$ cat src/hw/ebpfe_defs.svh
// Offsets, field positions, mode values and counts of the external bus port front end.
`ifndef EBPFE_DEFS_SVH
`define EBPFE_DEFS_SVH
`define EBPFE_OFF_MODE_CFG   8'h00
`define EBPFE_OFF_ADDR_MAP   8'h04
`define EBPFE_OFF_PROTECT    8'h08
`define EBPFE_OFF_RT_WINDOW  8'h0c
`define EBPFE_OFF_RD_ADDR0   8'h10
`define EBPFE_OFF_RD_SIZE0   8'h14
`define EBPFE_OFF_RD_DATA0   8'h18
`define EBPFE_OFF_RD_ADDR1   8'h1c
`define EBPFE_OFF_RD_SIZE1   8'h20
`define EBPFE_OFF_RD_DATA1   8'h24
`define EBPFE_OFF_INT_MASK   8'h28
`define EBPFE_OFF_INT_RAW    8'h2c
`define EBPFE_OFF_INT_MSTAT  8'h30
`define EBPFE_OFF_INT_CLEAR  8'h34
`define EBPFE_OFF_NBR_POP    8'h38
`define EBPFE_OFF_STATUS     8'h3c
`define EBPFE_MODE_GP        2'h0
`define EBPFE_MODE_SDRAM     2'h1
`define EBPFE_DIV4_BIT       2
`define EBPFE_RT_EN_BIT      16
`define EBPFE_CS_MSB         29
`define EBPFE_REMAP_BIT      31
`define EBPFE_INT_NBR        0
`define EBPFE_INT_DONE       1
`define EBPFE_INT_PROT       2
`define EBPFE_INT_WQ_EMPTY   3
`define EBPFE_WQ_DEPTH       4
`define EBPFE_NBR_DEPTH      8
`define EBPFE_WORD_STEP      32'h0000_0004
`define EBPFE_MASTER_VECTOR  69
`define EBPFE_DMA_CH_A       20
`define EBPFE_DMA_CH_B       22
`endif

$ cat src/hw/ebpfe_pkg.sv
// Types shared by the external bus port front end.
package ebpfe_pkg;
   typedef struct packed {
      logic        valid;
      logic        write;
      logic [31:0] addr;
      logic [31:0] wdata;
   } ebpfe_req_t;

   typedef struct packed {
      logic        ready;
      logic        err;
      logic [31:0] rdata;
   } ebpfe_rsp_t;

   typedef struct packed {
      logic gp;
      logic sdram;
      logic host;
   } ebpfe_sel_t;

   typedef enum logic [1:0] {EB_IDLE, EB_WRITE, EB_BLOCK, EB_BACK} ebpfe_state_t;
endpackage : ebpfe_pkg

$ cat src/hw/ebpfe_top.sv
// External bus port front end: arbitration, protection, queues, reads and interrupts.
// Notes on behaviour
// - Each accepted cycle goes to exactly one mode sub-block chosen by mode field.
// - Writes enter a four-deep queue; a granted requester stalls only when it is full.
// - With read-data registers zero, reads block the requester until completion.
// - Nonzero write to read-data launches background reads from address and size.
// - Background read data enters the read queue and raises the port interrupt.
// - Two read register sets; one drains while the other fills.
// - Interrupt drives master vector, two master DMA channels, control expander line.
// - Four interrupt registers: mask, raw, masked status and clear.
// - Address passes unchanged or is remapped by map register and top bit.
// - Master wins over control unless a real-time window gives control ownership.
// - Protection bits give chip-select spaces to master, control or both.
// - Control side may write only real-time window; master writes all else.
// - Control requests are taken only on a divide-by-two or four enable.
// - In revision zero the control side never reaches the port.
// - Mode value zero selects the general-purpose sub-block.
//
// Implementation choices: the address map and the APB interface to the registers.
`timescale 1ns/1ns
`include "ebpfe_defs.svh"
module ebpfe_top
   import ebpfe_pkg::*;
#(
   parameter int WQ_DEPTH    = `EBPFE_WQ_DEPTH,
   parameter int NBR_DEPTH   = `EBPFE_NBR_DEPTH,
   parameter int SILICON_REV = 1
) (
   // Clock and reset.
   input  wire logic        CLK,
   input  wire logic        RST_B,
   // APB register slave.
   input  wire logic        PSEL,
   input  wire logic        PENABLE,
   input  wire logic        PWRITE,
   input  wire logic [7:0]  PADDR,
   input  wire logic [31:0] PWDATA,
   input  wire logic        PCTRL_SIDE,
   output logic [31:0]      PRDATA,
   output logic             PREADY,
   output logic             PSLVERR,
   // Master side and control side requesters.
   input  ebpfe_req_t       M_REQ,
   output ebpfe_rsp_t       M_RSP,
   input  ebpfe_req_t       C_REQ,
   output ebpfe_rsp_t       C_RSP,
   // Operation towards the mode sub-blocks.
   output ebpfe_req_t       EXT_OP,
   output ebpfe_sel_t       EXT_SEL,
   input  wire logic        EXT_DONE,
   input  wire logic [31:0] EXT_RDATA,
   // Interrupt outputs.
   output logic             INT_MASTER_CPU,
   output logic             DMA_REQ_A,
   output logic             DMA_REQ_B,
   output logic             INT_CONTROL_LINE
);
   localparam int WA = $clog2(WQ_DEPTH);
   localparam int NA = $clog2(NBR_DEPTH);

   typedef struct packed {
      logic [1:0]                  mode;
      logic                        div4;
      logic                        map_en;
      logic [3:0]                  map_base;
      logic [7:0]                  prot;
      logic                        rt_en;
      logic [15:0]                 rt_len;
      logic [15:0]                 rt_cnt;
      logic [1:0]                  div_cnt;
      logic [1:0][31:0]            rd_addr;
      logic [1:0][31:0]            rd_size;
      logic [1:0][31:0]            rd_data;
      logic [3:0]                  int_mask;
      logic [3:0]                  int_raw;
      logic [WQ_DEPTH-1:0][63:0]   wq;
      logic [WA-1:0]               wq_rd;
      logic [WA-1:0]               wq_wr;
      logic [WA:0]                 wq_n;
      logic [NBR_DEPTH-1:0][31:0]  nq;
      logic [NA-1:0]               nq_rd;
      logic [NA-1:0]               nq_wr;
      logic [NA:0]                 nq_n;
      ebpfe_state_t                state;
      ebpfe_req_t                  op;
      ebpfe_sel_t                  sel;
      logic                        pend;
      logic                        pend_c;
      logic [31:0]                 pend_addr;
      logic [1:0]                  ack;
      logic [31:0]                 rdata;
      logic                        nb_run;
      logic                        nb_set;
      logic                        nb_next;
      logic [31:0]                 nb_cnt;
      logic [31:0]                 nb_addr;
      logic                        apb_rdy;
      logic                        apb_err;
      logic [31:0]                 prdata;
   } ebpfe_st_t;

   ebpfe_st_t  st;
   ebpfe_st_t  next_st;
   logic [1:0] rst_q;
   logic       rst_n;

   // Maps the top address bit region onto the programmed base.
   function automatic logic [31:0] f_remap(input logic [31:0] a, input logic en,
                                           input logic [3:0] base);
      f_remap = (en && a[`EBPFE_REMAP_BIT]) ? {base, a[27:0]} : a;
   endfunction : f_remap

   // Tells whether a side owns the chip-select space of an address.
   function automatic logic f_allowed(input logic [7:0] prot, input logic [31:0] a,
                                      input logic side);
      logic [1:0] cs;
      cs = a[`EBPFE_CS_MSB -: 2];
      f_allowed = prot[{cs, side}];
   endfunction : f_allowed

   // Decodes the mode field into one sub-block select.
   function automatic ebpfe_sel_t f_sel(input logic [1:0] mode);
      f_sel.gp    = (mode == `EBPFE_MODE_GP);
      f_sel.sdram = (mode == `EBPFE_MODE_SDRAM);
      f_sel.host  = !f_sel.gp && !f_sel.sdram;
   endfunction : f_sel

   always_ff @(posedge CLK or negedge RST_B) begin
      if (!RST_B) begin
         rst_q <= 2'h0;
      end else begin
         rst_q <= {rst_q[0], 1'b1};
      end
   end
   assign rst_n = rst_q[1];

   logic       ctrl_en;
   logic       window;
   logic       c_ok;
   logic       gnt_m;
   logic       gnt_c;
   logic       ok;
   logic       take;
   logic       push_w;
   logic       pop_w;
   logic       push_n;
   logic       pop_n;
   logic       s;
   logic       access;
   logic [3:0] evt;
   ebpfe_req_t req;

   always_comb begin
      next_st = st;
      next_st.ack = 2'h0;
      evt = 4'h0;
      push_w = 1'b0;
      pop_w = 1'b0;
      push_n = 1'b0;
      pop_n = 1'b0;
      ctrl_en = (st.div_cnt == (st.div4 ? 2'h3 : 2'h1));
      next_st.div_cnt = ctrl_en ? 2'h0 : st.div_cnt + 2'h1;
      window = (st.rt_cnt != 16'h0);
      if (window) begin
         next_st.rt_cnt = st.rt_cnt - 16'h1;
      end
      c_ok = (SILICON_REV != 0) && C_REQ.valid && ctrl_en;
      if (c_ok && st.rt_en && !window) begin
         next_st.rt_cnt = st.rt_len;
      end
      gnt_m = M_REQ.valid && !window;
      gnt_c = c_ok && !gnt_m;
      req = gnt_c ? C_REQ : M_REQ;
      ok = f_allowed(st.prot, req.addr, gnt_c);
      take = 1'b0;
      if (gnt_m || gnt_c) begin
         if (!ok) begin
            take = 1'b1;
            evt[`EBPFE_INT_PROT] = 1'b1;
         end else if (req.write && st.wq_n != (WA+1)'(WQ_DEPTH)) begin
            take = 1'b1;
            push_w = 1'b1;
            next_st.wq[st.wq_wr] = {req.addr, req.wdata};
         end else if (!req.write && !st.pend && st.ack == 2'h0
                      && st.rd_data[0] == 32'h0 && st.rd_data[1] == 32'h0) begin
            next_st.pend = 1'b1;
            next_st.pend_c = gnt_c;
            next_st.pend_addr = req.addr;
         end
      end
      if (!st.nb_run) begin
         s = (st.rd_data[st.nb_next] != 32'h0) ? st.nb_next : !st.nb_next;
         if (st.rd_data[s] != 32'h0) begin
            if (st.rd_size[s] == 32'h0) begin
               next_st.rd_data[s] = 32'h0;
               evt[`EBPFE_INT_DONE] = 1'b1;
            end else begin
               next_st.nb_run = 1'b1;
               next_st.nb_set = s;
               next_st.nb_cnt = st.rd_size[s];
               next_st.nb_addr = st.rd_addr[s];
            end
         end
      end else begin
         s = st.nb_set;
      end
      case (st.state)
         EB_IDLE: begin
            next_st.sel = f_sel(st.mode);
            if (st.wq_n != '0) begin
               pop_w = 1'b1;
               next_st.op = {1'b1, 1'b1, f_remap(st.wq[st.wq_rd][63:32], st.map_en,
                             st.map_base), st.wq[st.wq_rd][31:0]};
               next_st.state = EB_WRITE;
            end else if (st.pend) begin
               next_st.op = {1'b1, 1'b0, f_remap(st.pend_addr, st.map_en, st.map_base),
                             32'h0};
               next_st.state = EB_BLOCK;
            end else if (st.nb_run && st.nq_n != (NA+1)'(NBR_DEPTH)) begin
               next_st.op = {1'b1, 1'b0, f_remap(st.nb_addr, st.map_en, st.map_base),
                             32'h0};
               next_st.state = EB_BACK;
            end
         end
         EB_WRITE: begin
            if (EXT_DONE) begin
               next_st.op.valid = 1'b0;
               next_st.state = EB_IDLE;
               evt[`EBPFE_INT_WQ_EMPTY] = (st.wq_n == '0) && !push_w;
            end
         end
         EB_BLOCK: begin
            if (EXT_DONE) begin
               next_st.op.valid = 1'b0;
               next_st.state = EB_IDLE;
               next_st.rdata = EXT_RDATA;
               next_st.ack[st.pend_c] = 1'b1;
               next_st.pend = 1'b0;
            end
         end
         EB_BACK: begin
            if (EXT_DONE) begin
               next_st.op.valid = 1'b0;
               next_st.state = EB_IDLE;
               push_n = 1'b1;
               next_st.nq[st.nq_wr] = EXT_RDATA;
               evt[`EBPFE_INT_NBR] = 1'b1;
               next_st.nb_addr = st.nb_addr + `EBPFE_WORD_STEP;
               next_st.nb_cnt = st.nb_cnt - 32'h1;
               if (st.nb_cnt == 32'h1) begin
                  next_st.nb_run = 1'b0;
                  next_st.rd_data[st.nb_set] = 32'h0;
                  next_st.nb_next = !st.nb_set;
                  evt[`EBPFE_INT_DONE] = 1'b1;
               end
            end
         end
         default: begin
            next_st.state = EB_IDLE;
            next_st.op.valid = 1'b0;
         end
      endcase
      next_st.apb_rdy = PSEL && !PENABLE;
      access = PSEL && PENABLE && st.apb_rdy;
      if (PSEL && !PENABLE) begin
         next_st.apb_err = 1'b0;
         if (PWRITE && PCTRL_SIDE && PADDR != `EBPFE_OFF_RT_WINDOW) begin
            next_st.apb_err = 1'b1;
         end
         case (PADDR)
            `EBPFE_OFF_MODE_CFG:  next_st.prdata = {29'h0, st.div4, st.mode};
            `EBPFE_OFF_ADDR_MAP:  next_st.prdata = {24'h0, st.map_base, 3'h0, st.map_en};
            `EBPFE_OFF_PROTECT:   next_st.prdata = {24'h0, st.prot};
            `EBPFE_OFF_RT_WINDOW: next_st.prdata = {15'h0, st.rt_en, st.rt_len};
            `EBPFE_OFF_RD_ADDR0:  next_st.prdata = st.rd_addr[0];
            `EBPFE_OFF_RD_SIZE0:  next_st.prdata = st.rd_size[0];
            `EBPFE_OFF_RD_DATA0:  next_st.prdata = st.rd_data[0];
            `EBPFE_OFF_RD_ADDR1:  next_st.prdata = st.rd_addr[1];
            `EBPFE_OFF_RD_SIZE1:  next_st.prdata = st.rd_size[1];
            `EBPFE_OFF_RD_DATA1:  next_st.prdata = st.rd_data[1];
            `EBPFE_OFF_INT_MASK:  next_st.prdata = {28'h0, st.int_mask};
            `EBPFE_OFF_INT_RAW:   next_st.prdata = {28'h0, st.int_raw};
            `EBPFE_OFF_INT_MSTAT: next_st.prdata = {28'h0, st.int_raw & st.int_mask};
            `EBPFE_OFF_INT_CLEAR: next_st.prdata = 32'h0;
            `EBPFE_OFF_NBR_POP:   next_st.prdata = (st.nq_n != '0) ? st.nq[st.nq_rd] : 32'h0;
            `EBPFE_OFF_STATUS:    next_st.prdata = {16'h0, st.state, st.nb_run, st.pend,
                                                    4'(st.nq_n), 4'(st.wq_n), 4'h0};
            default: begin
               next_st.prdata = 32'h0;
               next_st.apb_err = 1'b1;
            end
         endcase
      end
      if (access && PWRITE && !st.apb_err) begin
         case (PADDR)
            `EBPFE_OFF_MODE_CFG: begin
               next_st.mode = PWDATA[1:0];
               next_st.div4 = PWDATA[`EBPFE_DIV4_BIT];
            end
            `EBPFE_OFF_ADDR_MAP: begin
               next_st.map_en = PWDATA[0];
               next_st.map_base = PWDATA[7:4];
            end
            `EBPFE_OFF_PROTECT:   next_st.prot = PWDATA[7:0];
            `EBPFE_OFF_RT_WINDOW: begin
               next_st.rt_len = PWDATA[15:0];
               next_st.rt_en = PWDATA[`EBPFE_RT_EN_BIT];
            end
            `EBPFE_OFF_RD_ADDR0:  next_st.rd_addr[0] = PWDATA;
            `EBPFE_OFF_RD_SIZE0:  next_st.rd_size[0] = PWDATA;
            `EBPFE_OFF_RD_DATA0:  next_st.rd_data[0] = PWDATA;
            `EBPFE_OFF_RD_ADDR1:  next_st.rd_addr[1] = PWDATA;
            `EBPFE_OFF_RD_SIZE1:  next_st.rd_size[1] = PWDATA;
            `EBPFE_OFF_RD_DATA1:  next_st.rd_data[1] = PWDATA;
            `EBPFE_OFF_INT_MASK:  next_st.int_mask = PWDATA[3:0];
            `EBPFE_OFF_INT_CLEAR: next_st.int_raw = st.int_raw & ~PWDATA[3:0];
            default: begin
            end
         endcase
      end
      if (access && !PWRITE && PADDR == `EBPFE_OFF_NBR_POP && st.nq_n != '0) begin
         pop_n = 1'b1;
      end
      next_st.int_raw = next_st.int_raw | evt;
      next_st.wq_wr = st.wq_wr + WA'(push_w);
      next_st.wq_rd = st.wq_rd + WA'(pop_w);
      next_st.wq_n = st.wq_n + (WA+1)'(push_w) - (WA+1)'(pop_w);
      next_st.nq_wr = st.nq_wr + NA'(push_n);
      next_st.nq_rd = st.nq_rd + NA'(pop_n);
      next_st.nq_n = st.nq_n + (NA+1)'(push_n) - (NA+1)'(pop_n);
      M_RSP.ready = (gnt_m && take) || st.ack[0];
      M_RSP.err = gnt_m && take && !ok;
      M_RSP.rdata = st.rdata;
      C_RSP.ready = (gnt_c && take) || st.ack[1];
      C_RSP.err = gnt_c && take && !ok;
      C_RSP.rdata = st.rdata;
   end

   always_ff @(posedge CLK or negedge rst_n) begin
      if (!rst_n) begin
         st <= '0;
      end else begin
         st <= next_st;
      end
   end

   assign PRDATA = st.prdata;
   assign PREADY = st.apb_rdy;
   assign PSLVERR = st.apb_rdy && st.apb_err;
   assign EXT_OP = st.op;
   assign EXT_SEL = st.op.valid ? st.sel : '0;
   // One level feeds the master vector, both DMA channels and the control expander.
   assign INT_MASTER_CPU = |(st.int_raw & st.int_mask);
   assign DMA_REQ_A = INT_MASTER_CPU;
   assign DMA_REQ_B = INT_MASTER_CPU;
   assign INT_CONTROL_LINE = INT_MASTER_CPU;
endmodule : ebpfe_top

$ cat config.mk
export PLATFORM = sky130hd
export DESIGN_NAME = ebpfe_top
export DESIGN_NICKNAME = d
export VERILOG_FILES = /design/src/hw/ebpfe_pkg.sv /design/src/hw/ebpfe_top.sv
export VERILOG_INCLUDE_DIRS = /design/src /design/src/hw
export SDC_FILE = /design/constraint.sdc
export NUM_CORES = 2
export LEC_CHECK = 0
export ABC_AREA = 0
export BUFFER_PORTS_ARGS = -buffer_cell sky130_fd_sc_hd__buf_4
export CAP_MARGIN = 40
export CELL_PAD_IN_SITES_DETAIL_PLACEMENT = 1
export CELL_PAD_IN_SITES_GLOBAL_PLACEMENT = 1
export CORE_MARGIN = 10
export CORE_UTILIZATION = 45
export CTS_CLUSTER_SIZE = 25
export DETAILED_ROUTE_END_ITERATION = 6
export PLACE_DENSITY_LB_ADDON = 0.1
export SLEW_MARGIN = 20
export SYNTH_ARGS = -nofsm -noshare
export SYNTH_HDL_FRONTEND = slang
export SYNTH_SLANG_ARGS = --single-unit
$ cat constraint.sdc
create_clock -name CLK -period 56.4 [get_ports CLK]
set_input_delay 8.46 -clock CLK [delete_from_list [all_inputs] [get_ports CLK]]
set_output_delay 8.46 -clock CLK [all_outputs]
set_load 0.005 [all_outputs]
Word-level counts from Yosys, hierarchy flattened
Cells that the tools add are included.
Word-level totals
  input port bits: 211
  bits in registers: 1022
Cells by class
  bitwise logic cells: 11
  mux-type cells: 95
  reduce and logical (&&, ||, !) cells: 87
  eq/ne operators: 26
  magnitude comparators: 14
  add/sub/neg operators: 12
Operators with widths (count)
  64-bit 2-to-1 mux: 13
  32-bit 2-to-1 mux: 18
  256-bit bitwise mux: 2
  32-bit case mux with 15 select lines: 1
  34-bit 2-to-1 mux: 6
  68-bit 2-to-1 mux: 3
  64-bit bitwise AND: 2
  64-bit binary-select mux with 2-bit select: 1
  64-bit demux with 2-bit select: 1
  64-bit inverter: 2
  32-bit binary-select mux with 3-bit select: 1
  32-bit demux with 3-bit select: 1
  32-bit logical NOT: 3
  72-bit 2-to-1 mux: 1
  65-bit 2-to-1 mux: 1
  32-bit demux with 1-bit select: 2
  8-bit by 6-bit == test with 1-bit output, second input constant: 8
  32-bit nonzero test: 2
  1-bit logical AND: 36
  32-bit by 3-bit adder with 32-bit output, second input constant: 1
  32-bit by 1-bit == test with 1-bit output, second input constant: 1
  8-bit by 5-bit == test with 1-bit output, second input constant: 4
  16-bit 2-to-1 mux: 2
  32-bit by 1-bit subtractor with 32-bit output, second input constant: 1
  48 further kinds: 132

Logic depth before layout (Yosys ltp)
  depth in word-level cells: 20
  gate-level depth with buffers: 15
  gate-level depth less buffers: 14

Worst setup path before layout
Ideal clock, no wire load.
  kind: input-to-output
  from: input port M_REQ[65] (netlist bit)
  to: output port C_RSP[33] (netlist bit)
  arrival time: 10.024 ns
  stages on the path: 6
  path slack: 37.916 ns
  buffers on the path: 2
  cells stage by stage: inv_1 -> o41ai_4 -> clkbuf_1 -> clkbuf_1 -> a21oi_1 -> or2_2
RTL lines
  start, declared: line ebpfe_top.sv:43  | input ebpfe_req_t M_REQ,
  end, declared: line ebpfe_top.sv:46  | output ebpfe_rsp_t C_RSP,

==> impl_metrics.tcl <==
set metrics [dict create \
    outcome "finished, violations left" \
    violations "design-rule violations" \
    die_h_um 346 \
    drv_cap 0 \
    whs_ns 0.201 \
    fmax_mhz 53.3 \
    dp_slack_ns 37.64 \
    async_reset_ff_frac 1.00 \
    fill_cells 10400 \
    cts_tree "yes" \
    viasPerCell 6.05 \
    fin_ws_ns 37.64 \
    setup_tns_ns 0 \
    dr.pass1.iters 7 \
    powerDensity_nw_per_um2 36.8 \
    die_x_um 346 \
    gr-total-overflow 0 \
    ys_seq_area_frac 0.535 \
    grt_pass1_vias 35800 \
    drive_above_1_share 0.423 \
    finalMaxSlewViolations 0 \
    ctsResizeCount 0 \
    netlist_instances 3600 \
    hold_viol 0 \
    cp.required_ns 47.94 \
    drc_errors 1 \
    ant_nets 0 \
    ys_seq_elements 1022 \
    slowest_delay_ns 0.64 \
    cpMaxStageDelayCell "o41ai_4" \
    synth_edf_count 0 \
    slew_headroom 0.265 \
    synth_largest_area_cell "dfrtp_1" \
    synth_flop_cell "dfrtp_1" \
    ys_warn_count 0 \
    grt_max_degree 179 \
    drt-initial-drc-count 2532 \
    coreArea_um2 105000 \
    wl_per_cell_um 28.0 \
    cp_max_fo 9 \
    syn_area_um2 47800 \
    place.gp.congestion 0.862 \
    cts_setup_buffers 0 \
    place_hpwl_mm 102 \
    rsz0062_at_grt "false" \
    ys_types 72 \
    utilization 0.525 \
    cp-start-kind "input port" \
    area_delta_synth_final_pct 15.7 \
    synthTopCellsByArea "dfrtp_1, mux2_2, mux4_2" \
    holdBufCountCts 0 \
    cp-end-kind "output pin" \
    final_common_cell "dfrtp_1" \
    highest_layer "met5" \
    grt_pass1_wl_mm 227 \
    htreeDepth 3 \
    cpMostUsedCell "buf_4" \
    clk_pin_slew_worst_paths_ns 0.06 \
    cp_cell_sequence "buf_4 > inv_1 > o41ai_4 > mux2_2 > and2_1 > o211ai_1 > nand2b_1 > buf_4" \
    grt_usage 0.244 \
    routed_wirelength_mm 148 \
    synth_top_area_share 0.535 \
    period_share 0.333 \
    io_pins 386 \
    ctsRootBufferMaster "clkbuf_16" \
    skew_ns 0.0236 \
    period_needed_ns 18.76 \
    clk_path_buf_depth 3 \
    vias 32000 \
    start_util 0.453 \
    wl_met1_mm 62.1 \
    clk_latency_ns 0.71 \
    core.rowCount 119 \
    peakVddDrop_mv 0.0359 \
    p_leak_nw 25.5 \
    crit_type "in -> out" \
    nets 4047 \
    routed-wl-met3_mm 7.43 \
    antenna_found_initial 10 \
    worstPathArrival_ns 10.30 \
    syn_nets 3831 \
    die-area_um2 120000 \
    power_w 0.00204 \
    cts_buffers 113 \
    port_buffers 385 \
    most-common-layout-cells "dfrtp_1, mux2_2, buf_4" \
    timing.hold.worst.class "reg -> async" \
    tightest_slew_ns 1.10 \
    wl_met2_mm 74.0 \
    syn_avg_cell_area_um2 13.3 \
    finalSetupViolCount 0 \
    cts.sinks 1022 \
]
[registers in the layout (all words and copies together), names as in the netlist]
| register | flops |
|---|---|
| C_RSP | 32 |
| rst_q | 2 |
| st | 889 |
| PREADY | 1 |
| PRDATA | 32 |
| EXT_OP | 66 |
[through the flow]
step / cell area [um2] / std cells
after floorplan: 47800 / 3600
after global placement: 51000 / 5059
after detailed placement: 51500 / 5087
after CTS: 55200 / 5290
after global routing: 55300 / 5295
final: 55300 / 5296
[per-layer routing]
| metal | vias up | GRT usage |
|---|---|---|
| li1 | 13700 | - |
| met1 | 17100 | 0.312 |
| met2 | 902 | 0.417 |
| met3 | 281 | 0.0431 |
| met4 | 16 | 0.0784 |
| met5 | - | 0 |
[synthesized netlist by cell type, types with 6 or more instances]
cell	number
or3_1	13
nand2b_1	6
o21ai_0	84
dfrtp_1	1022
nand2_1	233
a21o_1	8
buf_6	6
a22o_1	109
a31oi_1	12
o2111ai_1	7
clkbuf_1	152
buf_2	22
and2_1	11
a211o_1	6
a21oi_1	73
inv_1	32
buf_1	34
o22ai_1	7
mux2i_1	82
nor4_1	44
and3_1	27
or4_1	9
nor3_1	44
a211oi_1	11
nand4_1	22
o22a_1	19
o311a_1	15
ha_1	18
o211ai_1	8
xnor2_1	8
nand3b_1	6
mux4_2	130
xor2_1	10
a222oi_1	57
nand3_1	49
buf_4	165
mux2_2	812
a22oi_1	25
a221oi_1	12
a311o_1	9
nor2_1	113
[report_power, final]
part	leakage, nW	internal, W	switching [W]
sequential	13.6	0.000837	0.0000793
clock	1.83	0.000432	0.000307
combinational	10.0	0.000196	0.000184
[layout make-up]
cell class / instances / area [um2] / area share
diodes: 1 / 2.50 / 0.0000453
repair buffers: 481 / 3980 / 0.0720
clock buffers: 163 / 3270 / 0.0591
well taps: 1391 / 1740 / 0.0315
clock inverters: 40 / 427 / 0.00772
multi-input cells: 2165 / 20200 / 0.365
flip-flops and latches: 1022 / 25600 / 0.463
inverters: 33 / 124 / 0.00224
[cell families after synthesis]
logic type / Yosys count / synth area share
xor gates and xnor gates: 18 / 0.00330
AOI/OAI and AO/OA: 498 / 0.0790
buffers and inverters: 413 / 0.0469
DFF: 1022 / 0.535
muxes: 1027 / 0.270
other: 1 / 0.0000785
adders and majority gates: 20 / 0.00555
and+or+nand+nor: 601 / 0.0595
[critical path, delay by kind of cell]
family / cells / cell delay (ns)
multiplexers: 1 / 0.44
buffers and inverters: 3 / 0.30
AND/OR/NAND/NOR: 2 / 0.25
AO/OA/AOI/OAI: 2 / 0.84
[path summary, 6_finish.rpt]
kind | start | end | slack [ns] | depth (start not counted)
worst max-delay path | M_REQ[65] | M_RSP[33] | 37.64 | 8
worst min-delay path | rst_q[1]$_DFF_PN0_ | C_RSP[28]$_DFFE_PN0P_ | 0.20 | 0
worst max register to register | st[971]$_DFFE_PN0P_ | st[528]$_DFFE_PN0P_ | 51.36 | 12
worst min register to register | rst_q[1]$_DFF_PN0_ | C_RSP[28]$_DFFE_PN0P_ | 0.20 | 0
max in group asynchronous | RST_B | rst_q[1]$_DFF_PN0_ | 48.77 | 1
min in group CLK | rst_q[0]$_DFF_PN0_ | rst_q[1]$_DFF_PN0_ | 0.35 | 0
(Power assumes the default switching activity.)
